--- src/verilog/pdcc_pkg.sv ---
// shared constants for the pulse and deviation counter compare block
package pdcc_pkg;
  // counter and bus widths
  localparam int CNT_W = 24; // both counters and all compare registers
  localparam int ADDR_W = 8; // byte address width of the register window
  localparam int DATA_W = 32; // bus data width
  localparam int NCMP_POS = 5; // position comparators
  localparam int NCMP = 7; // five position plus two deviation comparators
  // register byte offsets
  localparam logic [7:0] OFS_CTRL = 8'h00; // setup bits of both counters
  localparam logic [7:0] OFS_INTEN = 8'h04; // interrupt output enables
  localparam logic [7:0] OFS_STOPEN = 8'h08; // comparator stop enables
  localparam logic [7:0] OFS_MASK = 8'h0C; // compare mask stage
  localparam logic [7:0] OFS_DATA = 8'h10; // counter data word
  localparam logic [7:0] OFS_CMD = 8'h14; // counter command code
  localparam logic [7:0] OFS_STAT3 = 8'h18; // third status port
  localparam logic [7:0] OFS_POS = 8'h1C; // position counter readback
  localparam logic [7:0] OFS_DEV = 8'h20; // deviation counter readback
  // control register fields
  localparam int B_POS_EXT = 0; // position counter counts external clock
  localparam int B_POS_UD = 1; // external position clock is up/down pair
  localparam int B_POS_MUL = 2; // two bits, position quadrature multiplier
  localparam int B_DEV_EXTONLY = 4; // deviation counts feedback alone
  localparam int B_DEV_UD = 5; // feedback is up/down pair
  localparam int B_DEV_MUL = 6; // two bits, feedback multiplier
  localparam int B_POS_EDGE = 8; // position group uses edge latch
  localparam int B_DEV_EDGE = 9; // deviation group uses edge latch
  localparam int B_POS_THRU = 10; // position group passes straight through
  localparam int B_DEV_THRU = 11; // deviation group passes straight through
  localparam int B_AUTOCLR = 12; // clear position counter on compare 1 match
  localparam int B_RELOAD = 13; // reload compare 1 on its match
  localparam int B_STOP_RAMP = 14; // stop by deceleration instead of abruptly
  localparam int CTRL_W = 15;
  localparam logic [CTRL_W-1:0] CTRL_RST = 15'h0000; // latch mode, own pulses, x1 quadrature
  // multiplier codes
  localparam logic [1:0] MUL_X1 = 2'h0;
  localparam logic [1:0] MUL_X2 = 2'h1;
  // status word fields
  localparam int B_WRAP = 7; // count_wrap_flag
  localparam int B_ABRUPT = 8; // abrupt_stop_flag
  localparam int B_RAMPED = 9; // ramped_stop_flag
  // counter commands
  localparam logic [3:0] CMD_POS_PRESET = 4'h0;
  localparam logic [3:0] CMD_POS_CMP5 = 4'h5;
  localparam logic [3:0] CMD_DEV_PRESET = 4'h6;
  localparam logic [3:0] CMD_DEV_CMP1 = 4'h7;
  localparam logic [3:0] CMD_DEV_CMP2 = 4'h8;
  // reset values
  localparam logic [23:0] CNT_RST = 24'h00_0000;
  localparam logic [23:0] POS_CMP_RST = 24'h80_0000;
  localparam logic [23:0] DEV_CMP1_RST = 24'h7F_FFFF;
  localparam logic [23:0] DEV_CMP2_RST = 24'h00_0000;
  localparam logic [23:0] WRAP_VAL = 24'h80_0000; // magnitude 8388608
  localparam logic [23:0] ONE = 24'h00_0001;
  // bus responses
  localparam logic [1:0] RESP_OKAY = 2'h0;
  localparam logic [1:0] RESP_SLVERR = 2'h2;
  // timing
  localparam int CLK_MHZ = 20;
  localparam int BLANK_NS = 50; // through-mode interrupt blanking
  localparam int BLANK_CYC_I = (BLANK_NS * CLK_MHZ + 999) / 1000;
  localparam logic [3:0] BLANK_CYC = 4'(BLANK_CYC_I < 1 ? 1 : BLANK_CYC_I);
endpackage

--- src/verilog/pdcc_top.sv ---
// Operation
// - position counter counts own pulses or external clock
// - position readable; reaching 8388608 sets wrap flag
// - position clears on reset, preset command loads
// - external quadrature or up/down, own pulses after reset
// - five compare registers checked for equality continuously
// - per-group through or latch, level or edge latch
// - status read clears level latch only when idle
// - both groups reset to latched output
// - position irq ORs five comparators, individually enabled
// - per-comparator mask, writable at any time
// - status shows compare signal after output type stage regardless of enable
// - through mode: counter command blanks irq 50 ns
// - compare match stops output abruptly or ramped
// - stop acts on raw comparator result
// - compare data written via separate counter port
// - auto clear zeroes position on compare 1 match
// - reload refills compare 1 from data on match
// - deviation counts difference or external clock alone
// - deviation readable, zero at reset, preset loads
// - deviation reset: x1 quadrature, differential mode
// - abs deviation >= reg1 excessive, <= reg2 complete
// - deviation irq ORs two comparators, individually enabled
// - command low nibble selects preset or compare register
// - compare data taken as 24-bit two's complement
`timescale 1ns/1ns
`default_nettype none
module pdcc_top (
  input wire logic aclk,
  input wire logic aresetn,
  // axi4-lite write address
  input wire logic [pdcc_pkg::ADDR_W-1:0] s_axi_awaddr,
  input wire logic s_axi_awvalid,
  output logic s_axi_awready,
  // axi4-lite write data
  input wire logic [pdcc_pkg::DATA_W-1:0] s_axi_wdata,
  input wire logic [3:0] s_axi_wstrb,
  input wire logic s_axi_wvalid,
  output logic s_axi_wready,
  // axi4-lite write response
  output logic [1:0] s_axi_bresp,
  output logic s_axi_bvalid,
  input wire logic s_axi_bready,
  // axi4-lite read address
  input wire logic [pdcc_pkg::ADDR_W-1:0] s_axi_araddr,
  input wire logic s_axi_arvalid,
  output logic s_axi_arready,
  // axi4-lite read data
  output logic [pdcc_pkg::DATA_W-1:0] s_axi_rdata,
  output logic [1:0] s_axi_rresp,
  output logic s_axi_rvalid,
  input wire logic s_axi_rready,
  // generated pulse stream, same clock
  input wire logic gen_pulse,
  input wire logic gen_dir,
  // external position clock pins, a and b phase
  input wire logic pos_a_pin,
  input wire logic pos_b_pin,
  // servo feedback pins, a and b phase
  input wire logic dev_a_pin,
  input wire logic dev_b_pin,
  // interrupt and stop outputs
  output logic position_compare_irq_n,
  output logic deviation_compare_irq_n,
  output logic abrupt_stop_req,
  output logic ramped_stop_req
);
  import pdcc_pkg::*;

  // merge a bus write into a register through byte strobes
  function automatic logic [31:0] wmerge(input logic [31:0] old, input logic [31:0] d, input logic [3:0] s);
    logic [31:0] r;
    r = old;
    for (int i = 0; i < 4; i++) begin
      if (s[i]) begin
        r[i*8 +: 8] = d[i*8 +: 8];
      end
    end
    return r;
  endfunction

  // turn a sampled pin pair into an up/down step, bit1 up and bit0 down
  function automatic logic [1:0] step(input logic [1:0] p, input logic [1:0] c, input logic [1:0] mul,
                                      input logic ud);
    logic ea;
    logic eb;
    logic a_up;
    logic [1:0] r;
    ea = p[0] ^ c[0];
    eb = p[1] ^ c[1];
    a_up = c[0] ^ c[1];
    r = 2'b00;
    if (ud) begin
      r = {c[0] & ~p[0], c[1] & ~p[1]}; // a rising up, b rising down
    end else if (mul == MUL_X1) begin
      r = {ea & c[0] & ~c[1], ea & ~c[0] & ~c[1]}; // a edges with b low only
    end else if (mul == MUL_X2) begin
      r = {ea & a_up, ea & ~a_up}; // both a edges
    end else if (ea != eb) begin
      r = ea ? {a_up, ~a_up} : {~a_up, a_up}; // all four edges
    end
    return r;
  endfunction

  // configuration and working registers
  logic [CTRL_W-1:0] ctrl_r; // setup bits, both setup commands
  logic [NCMP-1:0] inten_r; // interrupt output enables
  logic [NCMP-1:0] stopen_r; // comparator stop enables
  logic [NCMP-1:0] mask_r; // compare mask stage
  logic [31:0] data_r; // counter data port
  logic [CNT_W-1:0] pos_r; // position counter
  logic [CNT_W-1:0] pos_nxt;
  logic [CNT_W-1:0] dev_r; // deviation counter
  logic [CNT_W-1:0] dev_nxt;
  logic [CNT_W-1:0] pcmp_r [NCMP_POS]; // position compare registers
  logic [CNT_W-1:0] dcmp1_r; // excessive deviation threshold
  logic [CNT_W-1:0] dcmp2_r; // positioning complete threshold
  logic [CNT_W-1:0] dev_abs;
  logic [NCMP-1:0] raw; // comparator results
  logic [NCMP-1:0] masked; // after mask stage
  logic [NCMP-1:0] masked_prev_r; // for edge latch
  logic [NCMP-1:0] latch_r; // latch stage
  logic [NCMP-1:0] cmp_out; // after output type stage
  logic [NCMP-1:0] raw_prev_r; // for stop edge detect
  logic wrap_r;
  logic abrupt_r;
  logic ramped_r;
  logic [3:0] blank_r; // irq blanking countdown
  // pin synchronisers, bit1 is b phase
  logic [1:0] pos_s1_r;
  logic [1:0] pos_s2_r;
  logic [1:0] pos_prev_r;
  logic [1:0] dev_s1_r;
  logic [1:0] dev_s2_r;
  logic [1:0] dev_prev_r;
  logic [1:0] pos_step;
  logic [1:0] fb_step;
  // bus state
  logic [ADDR_W-1:0] aw_addr_r;
  logic aw_have_r;
  logic [31:0] w_data_r;
  logic [3:0] w_strb_r;
  logic w_have_r;
  logic wr_do;
  logic rd_do;
  logic [31:0] rd_word;
  logic rd_ok;
  logic wr_ok;
  logic cmd_do; // counter command executes this cycle
  logic [3:0] cmd_code;
  logic stat_rd; // third status port read accepted

  // two-flop synchronisers on all external pins, then edge history
  always_ff @(posedge aclk) begin
    if (!aresetn) begin
      pos_s1_r <= 2'b00;
      pos_s2_r <= 2'b00;
      pos_prev_r <= 2'b00;
      dev_s1_r <= 2'b00;
      dev_s2_r <= 2'b00;
      dev_prev_r <= 2'b00;
    end else begin
      pos_s1_r <= {pos_b_pin, pos_a_pin};
      pos_s2_r <= pos_s1_r;
      pos_prev_r <= pos_s2_r;
      dev_s1_r <= {dev_b_pin, dev_a_pin};
      dev_s2_r <= dev_s1_r;
      dev_prev_r <= dev_s2_r;
    end
  end

  assign pos_step = step(pos_prev_r, pos_s2_r, ctrl_r[B_POS_MUL +: 2], ctrl_r[B_POS_UD]);
  assign fb_step = step(dev_prev_r, dev_s2_r, ctrl_r[B_DEV_MUL +: 2], ctrl_r[B_DEV_UD]);

  // write channel: address and data taken in either order
  assign s_axi_awready = !aw_have_r && !s_axi_bvalid;
  assign s_axi_wready = !w_have_r && !s_axi_bvalid;
  assign wr_do = aw_have_r && w_have_r;
  assign wr_ok = (aw_addr_r <= OFS_CMD) && (aw_addr_r[1:0] == 2'b00);
  assign cmd_do = wr_do && aw_addr_r == OFS_CMD && w_strb_r[0];
  assign cmd_code = w_data_r[3:0];

  // write address and data holding
  always_ff @(posedge aclk) begin
    if (!aresetn) begin
      aw_have_r <= 1'b0;
      w_have_r <= 1'b0;
      aw_addr_r <= '0;
      w_data_r <= 32'h0000_0000;
      w_strb_r <= 4'h0;
    end else begin
      if (s_axi_awvalid && s_axi_awready) begin
        aw_have_r <= 1'b1;
        aw_addr_r <= s_axi_awaddr;
      end else if (wr_do) begin
        aw_have_r <= 1'b0;
      end
      if (s_axi_wvalid && s_axi_wready) begin
        w_have_r <= 1'b1;
        w_data_r <= s_axi_wdata;
        w_strb_r <= s_axi_wstrb;
      end else if (wr_do) begin
        w_have_r <= 1'b0;
      end
    end
  end

  // write response, one cycle after both halves are held
  always_ff @(posedge aclk) begin
    if (!aresetn) begin
      s_axi_bvalid <= 1'b0;
      s_axi_bresp <= RESP_OKAY;
    end else if (wr_do) begin
      s_axi_bvalid <= 1'b1;
      s_axi_bresp <= wr_ok ? RESP_OKAY : RESP_SLVERR;
    end else if (s_axi_bready) begin
      s_axi_bvalid <= 1'b0;
    end
  end

  // setup, enable, mask and data registers
  always_ff @(posedge aclk) begin
    if (!aresetn) begin
      ctrl_r <= CTRL_RST;
      inten_r <= '0;
      stopen_r <= '0;
      mask_r <= '0;
      data_r <= 32'h0000_0000;
    end else if (wr_do) begin
      case (aw_addr_r)
        OFS_CTRL: ctrl_r <= CTRL_W'(wmerge(32'(ctrl_r), w_data_r, w_strb_r));
        OFS_INTEN: inten_r <= NCMP'(wmerge(32'(inten_r), w_data_r, w_strb_r));
        OFS_STOPEN: stopen_r <= NCMP'(wmerge(32'(stopen_r), w_data_r, w_strb_r));
        OFS_MASK: mask_r <= NCMP'(wmerge(32'(mask_r), w_data_r, w_strb_r));
        OFS_DATA: data_r <= wmerge(data_r, w_data_r, w_strb_r);
        default: begin
        end
      endcase
    end
  end

  // read channel: registered answer one cycle after the address
  assign s_axi_arready = !s_axi_rvalid;
  assign rd_do = s_axi_arvalid && s_axi_arready;
  assign stat_rd = rd_do && s_axi_araddr == OFS_STAT3;

  // read decode
  always_comb begin
    rd_word = 32'h0000_0000;
    rd_ok = 1'b1;
    case (s_axi_araddr)
      OFS_CTRL: rd_word = 32'(ctrl_r);
      OFS_INTEN: rd_word = 32'(inten_r);
      OFS_STOPEN: rd_word = 32'(stopen_r);
      OFS_MASK: rd_word = 32'(mask_r);
      OFS_DATA: rd_word = data_r;
      OFS_CMD: rd_word = 32'h0000_0000;
      OFS_STAT3: rd_word = 32'({ramped_r, abrupt_r, wrap_r, cmp_out});
      OFS_POS: rd_word = 32'(pos_r);
      OFS_DEV: rd_word = 32'(dev_r);
      default: rd_ok = 1'b0;
    endcase
  end

  // read data register
  always_ff @(posedge aclk) begin
    if (!aresetn) begin
      s_axi_rvalid <= 1'b0;
      s_axi_rdata <= 32'h0000_0000;
      s_axi_rresp <= RESP_OKAY;
    end else if (rd_do) begin
      s_axi_rvalid <= 1'b1;
      s_axi_rdata <= rd_word;
      s_axi_rresp <= rd_ok ? RESP_OKAY : RESP_SLVERR;
    end else if (s_axi_rready) begin
      s_axi_rvalid <= 1'b0;
    end
  end

  // position counter next value
  always_comb begin
    logic up;
    logic dn;
    up = ctrl_r[B_POS_EXT] ? pos_step[1] : gen_pulse & gen_dir;
    dn = ctrl_r[B_POS_EXT] ? pos_step[0] : gen_pulse & ~gen_dir;
    pos_nxt = pos_r;
    if (cmd_do && cmd_code == CMD_POS_PRESET) begin
      pos_nxt = data_r[CNT_W-1:0];
    end else if (ctrl_r[B_AUTOCLR] && raw[0]) begin
      pos_nxt = CNT_RST;
    end else if (up && !dn) begin
      pos_nxt = pos_r + ONE;
    end else if (dn && !up) begin
      pos_nxt = pos_r - ONE;
    end
  end

  // deviation counter next value
  always_comb begin
    logic up;
    logic dn;
    // feedback alone, or generated pulses against feedback
    up = ctrl_r[B_DEV_EXTONLY] ? fb_step[1] : (gen_pulse & gen_dir) | fb_step[0];
    dn = ctrl_r[B_DEV_EXTONLY] ? fb_step[0] : (gen_pulse & ~gen_dir) | fb_step[1];
    dev_nxt = dev_r;
    if (cmd_do && cmd_code == CMD_DEV_PRESET) begin
      dev_nxt = data_r[CNT_W-1:0];
    end else if (up && !dn) begin
      dev_nxt = dev_r + ONE;
    end else if (dn && !up) begin
      dev_nxt = dev_r - ONE;
    end
  end

  // counters and wrap flag
  always_ff @(posedge aclk) begin
    if (!aresetn) begin
      pos_r <= CNT_RST;
      dev_r <= CNT_RST;
      wrap_r <= 1'b0;
    end else begin
      pos_r <= pos_nxt;
      dev_r <= dev_nxt;
      if (pos_nxt == WRAP_VAL && pos_r != WRAP_VAL) begin
        wrap_r <= 1'b1;
      end else if (stat_rd) begin
        wrap_r <= 1'b0;
      end
    end
  end

  // compare registers written by counter commands
  always_ff @(posedge aclk) begin
    if (!aresetn) begin
      for (int i = 0; i < NCMP_POS; i++) begin
        pcmp_r[i] <= POS_CMP_RST;
      end
      dcmp1_r <= DEV_CMP1_RST;
      dcmp2_r <= DEV_CMP2_RST;
    end else begin
      for (int i = 0; i < NCMP_POS; i++) begin
        if (cmd_do && cmd_code == 4'(i + 1)) begin
          pcmp_r[i] <= data_r[CNT_W-1:0];
        end else if (i == 0 && ctrl_r[B_RELOAD] && raw[0]) begin
          pcmp_r[i] <= data_r[CNT_W-1:0];
        end
      end
      if (cmd_do && cmd_code == CMD_DEV_CMP1) begin
        dcmp1_r <= data_r[CNT_W-1:0];
      end
      if (cmd_do && cmd_code == CMD_DEV_CMP2) begin
        dcmp2_r <= data_r[CNT_W-1:0];
      end
    end
  end

  // comparators and mask stage
  assign dev_abs = dev_r[CNT_W-1] ? CNT_W'(0 - dev_r) : dev_r;
  generate
    for (genvar g = 0; g < NCMP_POS; g++) begin : g_pcmp
      assign raw[g] = pos_r == pcmp_r[g];
    end
  endgenerate
  assign raw[NCMP_POS] = dev_abs >= dcmp1_r;
  assign raw[NCMP_POS+1] = dev_abs <= dcmp2_r;
  assign masked = raw & ~mask_r;

  // latch stage: level or edge trigger per group, set wins over clear
  always_ff @(posedge aclk) begin
    if (!aresetn) begin
      latch_r <= '0;
      masked_prev_r <= '0;
    end else begin
      masked_prev_r <= masked;
      for (int i = 0; i < NCMP; i++) begin
        if (ctrl_r[i < NCMP_POS ? B_POS_EDGE : B_DEV_EDGE]) begin
          if (masked[i] && !masked_prev_r[i]) begin
            latch_r[i] <= 1'b1;
          end else if (stat_rd) begin
            latch_r[i] <= 1'b0;
          end
        end else begin
          if (masked[i]) begin
            latch_r[i] <= 1'b1;
          end else if (stat_rd) begin
            latch_r[i] <= 1'b0;
          end
        end
      end
    end
  end

  // output type stage per group
  assign cmp_out[NCMP_POS-1:0] = ctrl_r[B_POS_THRU] ? masked[NCMP_POS-1:0] : latch_r[NCMP_POS-1:0];
  assign cmp_out[NCMP-1:NCMP_POS] = ctrl_r[B_DEV_THRU] ? masked[NCMP-1:NCMP_POS] : latch_r[NCMP-1:NCMP_POS];

  // blanking after a counter command
  always_ff @(posedge aclk) begin
    if (!aresetn) begin
      blank_r <= 4'h0;
    end else if (cmd_do && cmd_code <= CMD_DEV_CMP2) begin
      blank_r <= BLANK_CYC - 4'h1; // the command cycle blanks first
    end else if (blank_r != 4'h0) begin
      blank_r <= blank_r - 4'h1;
    end
  end

  // interrupt lines from registers, enable stage and blanking
  always_ff @(posedge aclk) begin
    if (!aresetn) begin
      position_compare_irq_n <= 1'b1;
      deviation_compare_irq_n <= 1'b1;
    end else begin
      position_compare_irq_n <= !(|(cmp_out[NCMP_POS-1:0] & inten_r[NCMP_POS-1:0]) &&
        !(ctrl_r[B_POS_THRU] && (blank_r != 4'h0 || cmd_do)));
      deviation_compare_irq_n <= !(|(cmp_out[NCMP-1:NCMP_POS] & inten_r[NCMP-1:NCMP_POS]) &&
        !(ctrl_r[B_DEV_THRU] && (blank_r != 4'h0 || cmd_do)));
    end
  end

  // stop requests on a fresh raw match, ahead of mask and latch
  always_ff @(posedge aclk) begin
    if (!aresetn) begin
      raw_prev_r <= '0;
      abrupt_stop_req <= 1'b0;
      ramped_stop_req <= 1'b0;
      abrupt_r <= 1'b0;
      ramped_r <= 1'b0;
    end else begin
      raw_prev_r <= raw;
      abrupt_stop_req <= 1'b0;
      ramped_stop_req <= 1'b0;
      if (|(raw & ~raw_prev_r & stopen_r)) begin
        if (ctrl_r[B_STOP_RAMP]) begin
          ramped_stop_req <= 1'b1;
          ramped_r <= 1'b1;
        end else begin
          abrupt_stop_req <= 1'b1;
          abrupt_r <= 1'b1;
        end
      end else if (stat_rd) begin
        abrupt_r <= 1'b0;
        ramped_r <= 1'b0;
      end
    end
  end
endmodule
`default_nettype wire
--- config.mk ---
export PLATFORM = sky130hd
export DESIGN_NAME = pdcc_top
export DESIGN_NICKNAME = d
export VERILOG_FILES = /design/src/verilog/pdcc_pkg.sv /design/src/verilog/pdcc_top.sv
export SDC_FILE = /design/constraint.sdc
export NUM_CORES = 1
export LEC_CHECK = 0
export BUFFER_PORTS_ARGS = -buffer_cell sky130_fd_sc_hd__buf_2
export CAP_MARGIN = 15
export CORE_UTILIZATION = 40
export CTS_BUF_LIST = sky130_fd_sc_hd__clkbuf_8
export CTS_CLUSTER_DIAMETER = 100
export DETAILED_ROUTE_END_ITERATION = 7
export GPL_TIMING_DRIVEN = 0
export PLACE_DENSITY = 0.54
export SLEW_MARGIN = 20
export SYNTH_ARGS = -nofsm -noshare
export SYNTH_HDL_FRONTEND = slang
export SYNTH_SLANG_ARGS = --single-unit
--- constraint.sdc ---
create_clock -name aclk -period 6.1 [get_ports aclk]
set_input_delay 0.915 -clock aclk [delete_from_list [all_inputs] [get_ports aclk]]
set_output_delay 0.915 -clock aclk [all_outputs]
set_load 0.01 [all_outputs]
==> results.sh <==
export IMPL_synth_edf_count=120
export IMPL_wl_um=75200
export IMPL_peakVddDrop_v=0.000258
export IMPL_gp_congestion=0.935
export IMPL_hold_depth=1
export IMPL_cts_tree="built"
export IMPL_status="completed"
export IMPL_path_common_cell="or3_1"
export IMPL_critical_path_depth=18
export IMPL_die_h_um=229
export IMPL_start_util_pct=40.7
export IMPL_grt_util_all_layers_pct=28.6
export IMPL_holdWs_ns=0.434
export IMPL_cts_buffers=72
export IMPL_port_buffer_count=106
export IMPL_hold_viol=0
export IMPL_cts_hold_buf=0
export IMPL_drv_slew=0
export IMPL_async_flop_share_pct=0
export IMPL_slew_headroom_pct=28.2
export IMPL_cp_top_family="compound AO/OA/AOI/OAI gates"
export IMPL_finalCriticalPeriod_ns=5.97
export IMPL_drv_cap=0
export IMPL_p_total_mw=8.14
export IMPL_pin_count=110
export IMPL_cellLeakagePower_nw=9.23
export IMPL_cp_cell_sequence="inv_1 > nand3_1 > or2_2 > or3_1 > nand2b_1 > or3_1 > o31ai_1 > xnor2_1 > ha_1 > a21o_1 > a21o_1 > a21oi_1 > o21ai_0 > a2111oi_0 > a31oi_1 > o311ai_2 > or3_1 > and2_1"
export IMPL_p_per_area_nw_per_um2=344
export IMPL_die_area_um2=52300
export IMPL_drc=0
export IMPL_fin_cells=3138
export IMPL_syn_cell_area_um2=20600
export IMPL_htreeDepth=3
export IMPL_antenna_found_initial=3
export IMPL_period_share_pct=97.9
export IMPL_syn_inst=2222
export IMPL_area_growth_pct=15.0
export IMPL_std_cell_rows=82
export IMPL_critPathLaunchType="flop"
export IMPL_clkTransAtPathRegs_ns=0.06
export IMPL_grt_overflow=0
export IMPL_place_hpwl_um=56000
export IMPL_clkSinkCount=410
export IMPL_fp_dieW_um=229
export IMPL_layout_commonest_cell="dfxtp_1"
export IMPL_dr_pass1_iters=8
export IMPL_postCtsSetupBuffers=0
export IMPL_clockBufferDepth=3
export IMPL_grt_pass1_vias=17552
export IMPL_avgSynthCellArea_um2=9.25
export IMPL_drt_initial_drc_count=1546
export IMPL_worst_path_buf_inv=1
export IMPL_fillers=4971
export IMPL_skew_ns=0.0519
export IMPL_slowest_delay_ns=0.64
export IMPL_yosys_area_top_type="dfxtp_1"
export IMPL_vias_per_cell=5.67
export IMPL_reg2reg_depth=18
export IMPL_worst_pin_slew_ns=1.07
export IMPL_grt_max_degree=25
export IMPL_vias=17807
export IMPL_synth_main_ff_cell="dfxtp_1"
export IMPL_required_ns=6.64
export IMPL_clkLatencyLatePin_ns=0.67
export IMPL_grt_pass1_wl_um=111000
export IMPL_cts_root_buf="clkbuf_8"
export IMPL_yosysWarnings=0
export IMPL_postRouteAntennaNets=0
export IMPL_seq_area_frac_synth_pct=45.8
export IMPL_nNetsFinal=2564
export IMPL_yosys_cell_types_count=85
export IMPL_cp_arrival_ns=6.51
export IMPL_synth_top_cell_area_share_pct=28.2
export IMPL_most_common_layout_cells="290 x dfxtp_1, 270 x nand2_1, 180 x a21oi_1"
export IMPL_min_delay_path_class="reg -> reg"
export IMPL_synthTopCellsByArea="dfxtp_1 28%, edfxtp_1 18%, ha_1 5.4%"
export IMPL_drive_above_1_share_pct=11.5
export IMPL_clock_fmax_mhz=167
export IMPL_finalSetupViolCount=0
export IMPL_path_class="reg -> reg"
export IMPL_wl_per_cell_um=24.0
export IMPL_critPathMaxFanout=6
export IMPL_synth_seq_cells=410
export IMPL_end_kind="flop"
export IMPL_rsz0062_at_grt="no"
export IMPL_core_area_um2=50500
export IMPL_dp_cells=3008
export IMPL_critPathSlowestCell="a2111oi_0"
-- state kept, by name (all words and copies together) (netlist names), 4 cells and up --
register and count:
blank_r 4, w_data_r 32, pcmp_r 120, dev_r 24
aw_addr_r 8, stopen_r 7, inten_r 7, mask_r 7
ctrl_r 15, s_axi_rdata 32, latch_r 7, w_strb_r 4
raw_prev_r 7, masked_prev_r 7, dcmp1_r 24, data_r 32
dcmp2_r 24, pos_r 24
-- where the power goes --
part | switching [mW] | leakage, nW | total (mW) | internal [mW]
Combinational | 1.38 | 4.81 | 2.32 | 0.945
Clock | 1.20 | 0.848 | 2.66 | 1.46
Sequential | 0.209 | 3.58 | 3.15 | 2.94
-- worst reg2reg max path, delay by kind of cell (launching register included) --
kind            cells  cell delay [ns]
compound gates      8             2.67
xor+xnor            1             0.21
fa+ha+maj           1             0.29
buf+inv             1             0.21
flops               1             0.45
simple gates        7             2.04
-- logic make-up after synthesis --
group | after synthesis | share of synthesized area, %
buffers and inverters | 216 | 4.23
XOR/XNOR | 187 | 7.97
flip-flops | 410 | 45.8
adder cells (fa/ha/maj) | 89 | 5.45
AO/OA/AOI/OAI | 468 | 14.8
other | 1 | 0.0182
multiplexers | 69 | 3.37
AND/OR/NAND/NOR | 782 | 18.4
-- routing by layer --
| metal | track usage [%] | share of wire (%) | vias to the layer above |
|---|---|---|---|
| li1 | - | - | 8310 |
| met1 | 36.5 | 42 | 8640 |
| met2 | 47.8 | 47 | 699 |
| met3 | 4.48 | 7.1 | 158 |
| met4 | 12.5 | 3.9 | 0 |
| met5 | 0 | 0 | - |
-- Yosys cell counts, types with 30 or more instances --
| master | count |
|---|---|
| a21o_1 | 30 |
| a21oi_1 | 182 |
| and2_1 | 60 |
| clkbuf_1 | 87 |
| dfxtp_1 | 290 |
| edfxtp_1 | 120 |
| ha_1 | 88 |
| inv_1 | 88 |
| mux2i_1 | 68 |
| nand2_1 | 270 |
| nand3_1 | 74 |
| nand4_1 | 42 |
| nor2_1 | 165 |
| nor3_1 | 34 |
| nor4_1 | 31 |
| o21ai_0 | 54 |
| xnor2_1 | 119 |
| xor2_1 | 68 |
-- stage by stage --
step / worst slack [ns] / util (%) / area, µm² / TNS [ns]
after floorplan: 0.998 / - / 20600 / 0
after global placement: -0.359 / 43.5 / 21900 / -9.75
after detailed placement: -0.0295 / 43.8 / 22100 / -0.0418
after CTS: 0.141 / 46.8 / 23600 / 0
after global routing: 0.0118 / 46.8 / 23600 / 0
final: 0.129 / 46.8 / 23600 / 0
-- worst paths after layout --
path / startpoint / end / slack (ns)
setup / recovery: dev_r[0] / ramped_stop_req / 0.13
hold / removal: dev_s1_r[0] / dev_s2_r[0] / 0.43
setup reg to reg: dev_r[0] / ramped_stop_req / 0.13
hold reg to reg: dev_s1_r[0] / dev_s2_r[0] / 0.43
-- repair_timing --
item	in CTS	in global routing
resized for setup	1	1
setup endpoints to repair	2	2
cloned	0	0
-- final cells by class --
class / count / area, µm² / area share [%]
buffer: 127 / 536 / 2.27
tap: 672 / 841 / 3.56
antenna: 2 / 5.00 / 0.0212
clock buffer: 90 / 1240 / 5.24
timing repair buffer: 113 / 634 / 2.68
multi-input combinational: 1597 / 10400 / 43.9
clock inverter: 38 / 259 / 1.10
sequential: 410 / 9410 / 39.8
inverter: 89 / 334 / 1.41
No activity file was read; power rests on OpenSTA's default activity.
